[config.mk]
export PLATFORM = sky130hd
export DESIGN_NAME = pfts_sequencer
export DESIGN_NICKNAME = d
export VERILOG_FILES = /design/src/design/pfts_pkg.sv /design/src/design/pfts_sequencer.sv
export SDC_FILE = /design/constraint.sdc
export NUM_CORES = 1
export LEC_CHECK = 0
export BUFFER_PORTS_ARGS = -buffer_cell sky130_fd_sc_hd__buf_4
export CAP_MARGIN = 20
export CORE_MARGIN = 1.5
export CORE_UTILIZATION = 40
export CTS_CLUSTER_DIAMETER = 150
export CTS_CLUSTER_SIZE = 12
export DETAILED_ROUTE_END_ITERATION = 12
export GPL_TIMING_DRIVEN = 0
export HOLD_SLACK_MARGIN = 0.12
export PLACE_DENSITY = 0.62
export SLEW_MARGIN = 40
export SYNTH_ARGS = -nofsm -noshare
export SYNTH_HDL_FRONTEND = slang
export SYNTH_SLANG_ARGS = --single-unit
[constraint.sdc]
create_clock -name ref_clk -period 3.2 [get_ports ref_clk]
set_input_delay 0 -clock ref_clk [delete_from_list [all_inputs] [get_ports ref_clk]]
set_output_delay 0 -clock ref_clk [all_outputs]
set_load 0.02 [all_outputs]
[src/design/pfts_pkg.sv]
// Package for the program flash table sequencer: register map, field
// positions, key values, timing counts and state enumerations.
// Assumes an 8-bit register port with a 4-bit address and a 200 MHz clock.
package pfts_pkg;

   // Widths of the pointer, register port, holding buffer and array words.
   localparam int PTR_W      = 22;
   localparam int ADDR_W     = 4;
   localparam int DATA_W     = 8;
   localparam int WORD_W     = 16;
   localparam int HOLD_N     = 64;
   localparam int HOLD_IDX_W = 6;
   localparam int WIDX_W     = 5;
   localparam logic [WIDX_W-1:0] LAST_WORD = 5'h1F;

   // Register offsets on the register port.
   localparam logic [ADDR_W-1:0] OFS_CONTROL = 4'h0;
   localparam logic [ADDR_W-1:0] OFS_KEY     = 4'h1;
   localparam logic [ADDR_W-1:0] OFS_LATCH   = 4'h2;
   localparam logic [ADDR_W-1:0] OFS_PTR_LO  = 4'h3;
   localparam logic [ADDR_W-1:0] OFS_PTR_MID = 4'h4;
   localparam logic [ADDR_W-1:0] OFS_PTR_UP  = 4'h5;

   // Field positions in the flash control register.
   localparam int BIT_START = 1;
   localparam int BIT_EN    = 2;
   localparam int BIT_ABORT = 3;
   localparam int BIT_ERASE = 4;

   // Unlock key values.
   localparam logic [DATA_W-1:0] KEY_FIRST  = 8'h55;
   localparam logic [DATA_W-1:0] KEY_SECOND = 8'hAA;

   // Long write durations and their cycle counts at the clock rate.
   localparam int CLK_PERIOD_NS = 5;
   localparam int ERASE_TIME_NS = 2000000;
   localparam int PROG_TIME_NS  = 2000000;
   localparam int ERASE_CYCLES  = ERASE_TIME_NS / CLK_PERIOD_NS;
   localparam int PROG_CYCLES   = PROG_TIME_NS / CLK_PERIOD_NS;

   // Pointer update modes of a table operation.
   typedef enum logic [1:0] {
      PTR_KEEP     = 2'h0,
      PTR_POST_INC = 2'h1,
      PTR_POST_DEC = 2'h2,
      PTR_PRE_INC  = 2'h3
   } pfts_ptr_mode_e;

   // Sequencer states, Gray coded along the idle, send, wait path.
   typedef enum logic [2:0] {
      ST_IDLE  = 3'h0,
      ST_SEND  = 3'h1,
      ST_WAIT  = 3'h3,
      ST_ERASE = 3'h4
   } pfts_state_e;

   // Progress through the unlock key sequence.
   typedef enum logic [1:0] {
      KEY_NONE = 2'h0,
      KEY_GOT1 = 2'h1,
      KEY_GOT2 = 2'h3
   } pfts_key_e;

endpackage : pfts_pkg

[src/design/pfts_sequencer.sv]
// Program flash table sequencer: table reads through a byte latch, table
// writes into 64 holding registers, unlocked block erase and programming.
// Assumes a same-clock core and a flash array that returns read data in
// the cycle its read enable is high.
//
// Contract
// - Table read fetches one byte into latch.
// - Pointer bit 0 selects high or low byte.
// - Table operations optionally step the pointer.
// - Erase always clears a 1024-byte block.
// - Erase block from pointer bit 10 up.
// - No larger erase from device code.
// - Start honoured only after 55h, AAh keys.
// - Start with erase selected erases block.
// - Core stalled until programming timer ends.
// - Programming always writes 64 bytes.
// - Table writes fill holding registers only.
// - Holding registers kept after programming.
// - Start bit set by software, hardware clears.
// - Erase-select chooses erase, cleared on completion.
// - Pointer low six bits index holding registers.
// - Abort flag set on start, cleared on completion.
//
// Local design decisions: the address-and-strobe port and the address map.
`timescale 1ns/1ps

module pfts_sequencer #(
   parameter int ERASE_CYCLES = pfts_pkg::ERASE_CYCLES,
   parameter int PROG_CYCLES  = pfts_pkg::PROG_CYCLES
) (
   input  wire logic                          ref_clk,
   input  wire logic                          rst_n,
   input  wire logic                          powerOnRst_n,
   input  wire logic [pfts_pkg::ADDR_W-1:0]   regAddr,
   input  wire logic [pfts_pkg::DATA_W-1:0]   regWdata,
   input  wire logic                          regWrite,
   input  wire logic                          regRead,
   output logic      [pfts_pkg::DATA_W-1:0]   regRdata,
   input  wire logic                          tableReadOp,
   input  wire logic                          tableWriteOp,
   input  wire logic [1:0]                    tablePtrMode,
   output logic                               cpuStall,
   output logic      [pfts_pkg::PTR_W-2:0]    flashWordAddr,
   output logic                               flashReadEn,
   input  wire logic [pfts_pkg::WORD_W-1:0]   flashRdData,
   output logic                               flashEraseStart,
   output logic                               flashWordWrite,
   output logic      [pfts_pkg::WORD_W-1:0]   flashWordData
);

   logic [pfts_pkg::DATA_W-1:0]     holdReg_q [pfts_pkg::HOLD_N];
   pfts_pkg::pfts_state_e           state_q, state_d;
   pfts_pkg::pfts_key_e             key_q, key_d;
   logic [pfts_pkg::PTR_W-1:0]      ptr_q, ptr_d;
   logic [pfts_pkg::DATA_W-1:0]     latch_q, latch_d;
   logic [pfts_pkg::DATA_W-1:0]     rdata_q, rdata_d;
   logic                            start_q, start_d;
   logic                            enable_q, enable_d;
   logic                            erase_q, erase_d;
   logic                            abort_q, abort_d;
   logic                            stall_q, stall_d;
   logic                            readPend_q, readPend_d;
   logic                            readLane_q, readLane_d;
   logic [31:0]                     timer_q, timer_d;
   logic [pfts_pkg::WIDX_W-1:0]     wordIdx_q, wordIdx_d;
   logic [pfts_pkg::PTR_W-2:0]      fAddr_q, fAddr_d;
   logic                            fRead_q, fRead_d;
   logic                            fErase_q, fErase_d;
   logic                            fWrite_q, fWrite_d;
   logic [pfts_pkg::WORD_W-1:0]     fData_q, fData_d;
   logic                            holdWe;
   logic [pfts_pkg::HOLD_IDX_W-1:0] holdIdx;
   logic [pfts_pkg::PTR_W-1:0]      ptrInc, ptrDec, ptrUsed, ptrAfter;

   // Pointer arithmetic touches only the low 21 bits.
   assign ptrInc = {ptr_q[21], 21'(ptr_q[20:0] + 21'h000001)};
   assign ptrDec = {ptr_q[21], 21'(ptr_q[20:0] - 21'h000001)};

   // Address used by a table operation and the pointer left behind.
   always_comb
   begin
      ptrUsed  = ptr_q;
      ptrAfter = ptr_q;
      case (pfts_pkg::pfts_ptr_mode_e'(tablePtrMode))
         pfts_pkg::PTR_POST_INC: ptrAfter = ptrInc;
         pfts_pkg::PTR_POST_DEC: ptrAfter = ptrDec;
         pfts_pkg::PTR_PRE_INC:
         begin
            ptrUsed  = ptrInc;
            ptrAfter = ptrInc;
         end
         default: ptrAfter = ptr_q;
      endcase
   end

   // Next values of the sequencer, registers and flash strobes.
   always_comb
   begin
      state_d    = state_q;
      key_d      = key_q;
      ptr_d      = ptr_q;
      latch_d    = latch_q;
      start_d    = start_q;
      enable_d   = enable_q;
      erase_d    = erase_q;
      abort_d    = abort_q;
      stall_d    = stall_q;
      readPend_d = 1'b0;
      readLane_d = readLane_q;
      timer_d    = timer_q;
      wordIdx_d  = wordIdx_q;
      fAddr_d    = fAddr_q;
      fRead_d    = 1'b0;
      fErase_d   = 1'b0;
      fWrite_d   = 1'b0;
      fData_d    = fData_q;
      holdWe     = 1'b0;
      holdIdx    = ptrUsed[5:0];
      // Array data of the previous read lands in the latch.
      if (readPend_q)
      begin
         latch_d = readLane_q ? flashRdData[15:8] : flashRdData[7:0];
      end
      case (state_q)
         pfts_pkg::ST_IDLE:
         begin
            if (tableReadOp)
            begin
               fAddr_d    = ptrUsed[21:1];
               fRead_d    = 1'b1;
               readPend_d = 1'b1;
               readLane_d = ptrUsed[0];
               ptr_d      = ptrAfter;
            end
            else if (tableWriteOp)
            begin
               holdWe = 1'b1;
               ptr_d  = ptrAfter;
            end
            if (regWrite)
            begin
               key_d = pfts_pkg::KEY_NONE;
               if (regAddr == pfts_pkg::OFS_KEY)
               begin
                  if (regWdata == pfts_pkg::KEY_FIRST)
                  begin
                     key_d = pfts_pkg::KEY_GOT1;
                  end
                  else if (regWdata == pfts_pkg::KEY_SECOND && key_q == pfts_pkg::KEY_GOT1)
                  begin
                     key_d = pfts_pkg::KEY_GOT2;
                  end
               end
               else if (regAddr == pfts_pkg::OFS_CONTROL)
               begin
                  enable_d = regWdata[pfts_pkg::BIT_EN];
                  erase_d  = regWdata[pfts_pkg::BIT_ERASE];
                  abort_d  = regWdata[pfts_pkg::BIT_ABORT];
                  if (regWdata[pfts_pkg::BIT_START])
                  begin
                     abort_d = 1'b1;
                     if (key_q == pfts_pkg::KEY_GOT2 && regWdata[pfts_pkg::BIT_EN])
                     begin
                        start_d = 1'b1;
                        stall_d = 1'b1;
                        if (regWdata[pfts_pkg::BIT_ERASE])
                        begin
                           fAddr_d  = {ptr_q[21:10], 9'h000};
                           fErase_d = 1'b1;
                           timer_d  = 32'(ERASE_CYCLES - 1);
                           state_d  = pfts_pkg::ST_ERASE;
                        end
                        else
                        begin
                           wordIdx_d = '0;
                           state_d   = pfts_pkg::ST_SEND;
                        end
                     end
                  end
               end
               else if (regAddr == pfts_pkg::OFS_LATCH)
               begin
                  latch_d = regWdata;
               end
               else if (regAddr == pfts_pkg::OFS_PTR_LO)
               begin
                  ptr_d[7:0] = regWdata;
               end
               else if (regAddr == pfts_pkg::OFS_PTR_MID)
               begin
                  ptr_d[15:8] = regWdata;
               end
               else if (regAddr == pfts_pkg::OFS_PTR_UP)
               begin
                  ptr_d[21:16] = regWdata[5:0];
               end
            end
         end
         pfts_pkg::ST_SEND:
         begin
            // One word per cycle from the holding registers, low byte even.
            fWrite_d  = 1'b1;
            fAddr_d   = {ptr_q[21:6], wordIdx_q};
            fData_d   = {holdReg_q[{wordIdx_q, 1'b1}], holdReg_q[{wordIdx_q, 1'b0}]};
            wordIdx_d = 5'(wordIdx_q + 5'h01);
            if (wordIdx_q == pfts_pkg::LAST_WORD)
            begin
               timer_d = 32'(PROG_CYCLES - 1);
               state_d = pfts_pkg::ST_WAIT;
            end
         end
         pfts_pkg::ST_WAIT, pfts_pkg::ST_ERASE:
         begin
            if (timer_q == 32'h00000000)
            begin
               start_d = 1'b0;
               abort_d = 1'b0;
               stall_d = 1'b0;
               if (state_q == pfts_pkg::ST_ERASE)
               begin
                  erase_d = 1'b0;
               end
               state_d = pfts_pkg::ST_IDLE;
            end
            else
            begin
               timer_d = timer_q - 32'h00000001;
            end
         end
         default: state_d = pfts_pkg::ST_IDLE;
      endcase
   end

   // Read data for the register port, zero when no read is made.
   always_comb
   begin
      rdata_d = 8'h00;
      if (regRead)
      begin
         if (regAddr == pfts_pkg::OFS_CONTROL)
         begin
            rdata_d = {3'h0, erase_q, abort_q, enable_q, start_q, 1'b0};
         end
         else if (regAddr == pfts_pkg::OFS_LATCH)
         begin
            rdata_d = latch_q;
         end
         else if (regAddr == pfts_pkg::OFS_PTR_LO)
         begin
            rdata_d = ptr_q[7:0];
         end
         else if (regAddr == pfts_pkg::OFS_PTR_MID)
         begin
            rdata_d = ptr_q[15:8];
         end
         else if (regAddr == pfts_pkg::OFS_PTR_UP)
         begin
            rdata_d = {2'h0, ptr_q[21:16]};
         end
      end
   end

   // Registers of the sequencer and register file.
   always_ff @(posedge ref_clk or negedge rst_n)
   begin
      if (!rst_n)
      begin
         state_q    <= pfts_pkg::ST_IDLE;
         key_q      <= pfts_pkg::KEY_NONE;
         ptr_q      <= '0;
         latch_q    <= 8'h00;
         rdata_q    <= 8'h00;
         start_q    <= 1'b0;
         enable_q   <= 1'b0;
         erase_q    <= 1'b0;
         stall_q    <= 1'b0;
         readPend_q <= 1'b0;
         readLane_q <= 1'b0;
         timer_q    <= 32'h00000000;
         wordIdx_q  <= 5'h00;
         fAddr_q    <= '0;
         fRead_q    <= 1'b0;
         fErase_q   <= 1'b0;
         fWrite_q   <= 1'b0;
         fData_q    <= 16'h0000;
      end
      else
      begin
         state_q    <= state_d;
         key_q      <= key_d;
         ptr_q      <= ptr_d;
         latch_q    <= latch_d;
         rdata_q    <= rdata_d;
         start_q    <= start_d;
         enable_q   <= enable_d;
         erase_q    <= erase_d;
         stall_q    <= stall_d;
         readPend_q <= readPend_d;
         readLane_q <= readLane_d;
         timer_q    <= timer_d;
         wordIdx_q  <= wordIdx_d;
         fAddr_q    <= fAddr_d;
         fRead_q    <= fRead_d;
         fErase_q   <= fErase_d;
         fWrite_q   <= fWrite_d;
         fData_q    <= fData_d;
      end
   end

   // Abort flag survives the ordinary reset so an aborted write shows.
   always_ff @(posedge ref_clk or negedge powerOnRst_n)
   begin
      if (!powerOnRst_n)
      begin
         abort_q <= 1'b0;
      end
      else
      begin
         abort_q <= rst_n ? abort_d : abort_q;
      end
   end

   // Holding registers, written only by table writes and never cleared
   // by programming.
   generate
      for (genvar i = 0; i < pfts_pkg::HOLD_N; i++)
      begin : g_hold
         always_ff @(posedge ref_clk or negedge rst_n)
         begin
            if (!rst_n)
            begin
               holdReg_q[i] <= 8'h00;
            end
            else if (holdWe && holdIdx == 6'(i))
            begin
               holdReg_q[i] <= latch_q;
            end
         end
      end
   endgenerate

   assign regRdata        = rdata_q;
   assign cpuStall        = stall_q;
   assign flashWordAddr   = fAddr_q;
   assign flashReadEn     = fRead_q;
   assign flashEraseStart = fErase_q;
   assign flashWordWrite  = fWrite_q;
   assign flashWordData   = fData_q;

endmodule : pfts_sequencer

* After elaboration in Yosys (flattened, before gate mapping) *
Cells that the tools add are included.

cells by class
  $add $sub $neg = 4
  $mul = 0
  divide/modulo/power cells = 0
  $lt $le $gt $ge = 2
  eq/ne operators = 90
  shift-type cells = 0
  multiplexer cells = 99
  bitwise logic cells = 3
  reductions and logical operators = 84

operators with widths
  kind                                                                   number
  32-bit two-way mux                                                     8
  21-bit two-way mux                                                     10
  6-bit == test (second input constant)                                  32
  8-bit two-way mux                                                      18
  8-bit binary-select mux with 6-bit select                              2
  6-bit by 5-bit == test with 1-bit output (second input constant)       16
  32-bit case mux with 3 select lines                                    1
  22-bit two-way mux                                                     4
  21-bit case mux with 2 select lines                                    2
  1-bit logical AND                                                      66
  6-bit by 4-bit == test with 1-bit output (second input constant)       8
  32-bit zero test                                                       1
  32-bit by 1-bit subtractor with 32-bit output (second input constant)  1
  5-bit two-way mux                                                      6
  1-bit two-way mux                                                      28
  6-bit by 3-bit == test with 1-bit output (second input constant)       4
  3-bit two-way mux                                                      8
  2-bit != test (second input constant)                                  11
  21-bit by 1-bit adder with 21-bit output (second input constant)       1
  7-bit AND reduction                                                    3
  21-bit by 1-bit subtractor with 21-bit output (second input constant)  1
  6-bit two-way mux                                                      3
  7-bit greater-or-equal comparator (second input constant)              2
  14-bit two-way mux                                                     1
  other kinds (30)                                                       45

word-level totals
  register bits = 637
  bits in latches = 0
  memory bits (writable) = 0
  bits in read-only memories = 0
  input bits = 37
  output and inout bits = 49
  logic and storage cells = 363
  memories = 0

* Logic depth before layout (Yosys ltp) *
  depth in word-level cells = 12
  depth in mapped cells = 10
  depth with buffers taken out = 9

* Least setup slack after synthesis *
No wires, ideal clock.

  kind = reg2reg
  start point = register timer_q[12]
  end point = register timer_q[19]
  arrival time = 2599 ps
  slack = 535 ps
  cell stages (with the launch flop) = 7
  clock period less this slack = 2665 ps
  cells stage by stage = dfrtp_1 or4_4 or4_1 or2_1 or4_1 or4_1 nand2_1

on the way
  word-level cells in the longest chain between the ends = 3
  elaborated cells between the ends (all ways) = 6
  those cells by class = add/sub (1); eq/ne (1); mux (2); reduce/logical (2)

ends and longest elaborated chain
  what                                                                               line                                          source
  start: declaration                                                                 pfts_sequencer.sv:64                          logic [31:0] timer_q, timer_d;
  start signal: assignment                                                           pfts_sequencer.sv:300                         timer_q <= timer_d;
  32-bit by 1-bit subtractor with 32-bit output or 32-bit zero test (tied branches)  pfts_sequencer.sv:227, pfts_sequencer.sv:214
  32-bit two-way mux or 2-bit != test (tied branches)                                --
  32-bit case mux with 3 select lines or 9-bit AND reduction (tied branches)         --

Several ways; a longest one is shown, not always the timed one. The select of a mux whose other input is x is not followed.
A chain may end at the register's enable or synchronous reset.

* Worst setup path after layout *
  start point = register state_q[0]
  end point = register holdReg_q[484] (netlist bit)

on the way
  word-level cells in the longest chain between the ends = 3

ends and longest elaborated chain
  what                            line                   source
  start: declaration              pfts_sequencer.sv:52   pfts_pkg::pfts_state_e state_q, state_d;
  start signal: assignment        pfts_sequencer.sv:268  state_q <= pfts_pkg::ST_IDLE;
  start signal: assignment        pfts_sequencer.sv:289  state_q <= state_d;
  3-bit zero test                 pfts_sequencer.sv:124  case (state_q)
  1-bit two-way mux               pfts_sequencer.sv:124
  1-bit logical AND               pfts_sequencer.sv:334  else if (holdWe && holdIdx == 6'(i))
  end signal: indexed assignment  pfts_sequencer.sv:336  holdReg_q[i] <= latch_q;
  end: declaration                pfts_sequencer.sv:51   logic [pfts_pkg::DATA_W-1:0] holdReg_q [pfts_pkg::HOLD_N];

No other way between the ends.

==> flow_summary.json <==
{
  "synth_compound_area_share_pct": 6.59,
  "h-tree-depth": 2,
  "cpPeakStageDelay_ns": 0.62,
  "crit_arrival_ns": 3.71,
  "reg2reg_slack_ns": 0.006,
  "grt_max_degree": 115,
  "firstDrtPassIters": 5,
  "cp-start-kind": "register",
  "io_buffer_count": 83,
  "vias": 21600,
  "drcViolationCount": 0,
  "crit-reg2reg-capture": "holdReg_q[484]",
  "wl_per_cell_microns": 26.7,
  "max_freq_ghz": 0.313,
  "synth_edf_count": 0,
  "fin_nets": 2596,
  "finalPower_mw": 24.2,
  "grt_pass1_wl_mm": 142,
  "cts_buffer_depth": 3,
  "cts_tree": "built",
  "drtAntennaViolNets": 0,
  "viasPerCell": 6.13,
  "dp_hpwl_mm": 66.2,
  "clk_latency_ns": 0.66,
  "setup-violations-final": 0,
  "synthSimpleGateAreaFrac_pct": 8.12,
  "setup_slack_ns": 0.00630,
  "ys_types": 65,
  "gr-total-overflow": 0,
  "fin_crit_ns": 3.19,
  "endpoint_kind": "register",
  "grt_pass1_vias": 22000,
  "first_iter_violations": 1755,
  "root_buffer": "clkbuf_16",
  "die_y_microns": 278,
  "grt_setup_unrepaired": "true",
  "grt_usage_pct": 24.3,
  "fin_tns_setup_ns": 0,
  "die_x_microns": 278,
  "yosysWarnings": 0,
  "antenna_found_initial": 5,
  "slew_headroom_pct": 41.9,
  "cp-endpoint": "holdReg_q[484]",
  "synth_top_family_by_area": "multiplexers",
  "wl_mm": 94.3,
  "synthArstFlopShare_pct": 100,
  "reg2reg_depth": 7,
  "syn_nets": 2375,
  "die_area_sq_mm": 0.0776,
  "reg2reg_from": "state_q[0]",
  "power_leakage_nw": 16.2,
  "placed_cell_area_sq_mm": 0.0325,
  "fin_worst_skew_ns": 0.0261,
  "finalHoldViolations": 0,
  "clk_pin_slew_ns": 0.06,
  "synthAdderAreaFrac_pct": 0.206,
  "crit_required_ns": 3.72,
  "cts_made_buffers": 59,
  "syn_inst": 2333,
  "layout-drive-gt1-share_pct": 38.1,
  "ys.flop_type": "dfrtp_1",
  "area_delta_synth_final_pct": 16.0,
  "gp_congestion": 0.928,
  "crit_fanout": 9,
  "ios": 86,
  "finalCritPeriodShare_pct": 99.8,
  "preCtsSetupSlack_ns": -0.483,
  "tightest_slew_ns": 0.862,
  "cpMaxStageDelayCell": "or3b_2",
  "core_area_sq_mm": 0.0748,
  "seq_area_frac_synth_pct": 52.5,
  "crit_start": "state_q[0]",
  "syn_area_sq_mm": 0.0304,
  "maxCapViolCount": 0,
  "clock_sinks": 637,
  "cellPowerDensity_mw_per_mm2": 687,
  "start_util_pct": 40.6,
  "post-route-util_pct": 47.1,
  "slew_viol_final": 0,
  "crit_type": "register to register",
  "ir_drop_uv": 515,
  "ys_ff_latch": 637,
  "hold_path.class": "primary input to register",
  "syn_area_per_cell_sq_um": 13.0,
  "synth_xor_area_share_pct": 0.981,
  "rows": 100,
  "stdcell_area_sq_mm": 0.0352,
  "crit_chain": "clkbuf_1 -> nor2_1 -> and3_1 -> or3b_2 -> nor3_4 -> nand2_2 -> mux2_2",
  "muxShareOfSynthArea_pct": 29.3,
  "outcome": "finished, final reports clean"
}
==> cells in the mapped netlist (5+ instances only) <==
library cell	n	area, sq um
a211oi_1	11	82.6
a21o_1	5	37.5
a21oi_1	61	305
a221oi_1	6	52.6
a22o_1	10	87.6
a22oi_1	13	97.6
a2bb2oi_1	6	52.6
a31oi_1	10	62.6
and2_1	15	93.8
and3_1	13	81.3
and4_1	6	52.6
buf_1	7	26.3
buf_2	18	90.1
clkbuf_1	142	533
dfrtp_1	637	15900
ha_1	5	62.6
inv_1	12	45.0
mux2_2	521	5870
mux2i_1	14	140
mux4_2	128	2880
nand2_1	158	593
nand2b_1	7	43.8
nand3_1	36	180
nand3b_1	8	60.1
nand4_1	13	81.3
nor2_1	110	413
nor2b_1	7	43.8
nor3_1	52	260
nor4_1	16	100
o21ai_0	60	300
o22ai_1	73	457
o31ai_1	6	45.0
o32ai_1	6	52.6
or2_2	7	43.8
or3_1	16	100
or4_1	24	180
xnor2_1	19	166
xor2_1	15	131
==> cell usage in the layout (no fill, tap or decap), drive strengths merged, types with 7 or more instances in the layout <==
cell	count
a211oi	11
a21oi	61
a22o	10
a22oi	13
a31oi	10
and2	15
and3	13
buf	140
clkbuf	204
dfrtp	637
dlygate4sd3	44
inv	14
mux2	521
mux2i	14
mux4	128
nand2	158
nand2b	7
nand3	36
nand3b	8
nand4	13
nor2	111
nor2b	7
nor3	52
nor4	17
o21ai	60
o22ai	73
or2	8
or3	16
or4	25
xnor2	19
xor2	15
==> cell type report <==
class / instances / area, sq um
diodes: 2 / 5.00
fillers: 6665 / 39600
inverters: 12 / 45.0
plain buffers: 168 / 693
well taps: 969 / 1210
flip-flops and latches: 637 / 15900
multi-input cells: 1516 / 14200
repair buffers: 160 / 1540
clock inverters: 3 / 61.3
clock buffers: 60 / 1480
==> flip-flops by register name, summed over array words and instances, names as in the netlist <==
register,flops
abort_q,1
readLane_q,1
erase_q,1
enable_q,1
ptr_q,22
holdReg_q,512
latch_q,8
key_q,2
cpuStall,1
timer_q,32
flashWordData,16
flashWordAddr,21
flashReadEn,1
flashWordWrite,1
flashEraseStart,1
wordIdx_q,5
state_q,3
regRdata,8
==> power breakdown <==
group | leakage [nW] | internal (mW) | switching (mW)
combinational | 6.88 | 3.24 | 3.18
sequential | 8.56 | 10.3 | 1.20
clock | 0.756 | 3.26 | 3.05
==> through the flow <==
stage          hold slack [ns]  cells
2_1_floorplan           -0.296   2333
3_3_place_gp            -0.217   3385
3_5_place_dp            -0.219   3392
4_1_cts                  0.142   3511
5_1_grt                  0.186   3525
6_report                 0.162   3527
==> per-layer routing <==
layer / share of wire [%] / global-route usage (%)
met2: 48 / 38.9
met4: 3.9 / 9.55
met3: 6.1 / 3.95
met1: 42 / 33.2
met5: 0 / 0
==> what timing repair did <==
action,4_1_cts,5_1_grt
resized for setup,48,68
endpoints found under the setup margin,540,434
pin swaps,7,5
hold buffers,45,0
buffers inserted,11,13
hold endpoints to repair,318,0
==> how the worst min path moves through the flow <==
| stage | startpoint | to | cells past startpoint |
|---|---|---|---|
| after floorplan | powerOnRst_n | abort_q | 0 |
| after global placement | powerOnRst_n | abort_q | 1 |
| after detailed placement | powerOnRst_n | abort_q | 1 |
| after CTS | regRead | regRdata[2] | 3 |
| after global routing | regRead | regRdata[0] | 3 |
| final | regRead | regRdata[2] | 3 |
==> kinds of logic (layout without fill, tap and decap cells) <==
kind of cell | Yosys count | in the layout
simple gates | 504 | 504
compound gates | 310 | 310
xor+xnor | 34 | 34
flops | 637 | 637
mux | 663 | 663
fa+ha+maj | 5 | 5
other cells | 0 | 2
buf+inv | 180 | 403
==> critical path, delay by kind of cell, from the launching register on <==
family                 cells  cell delay, ns
and+or+nand+nor            5            2.08
DFF                        1            0.36
muxes                      1            0.36
buffers and inverters      1            0.26
Power figures use the tool's default switching activity.
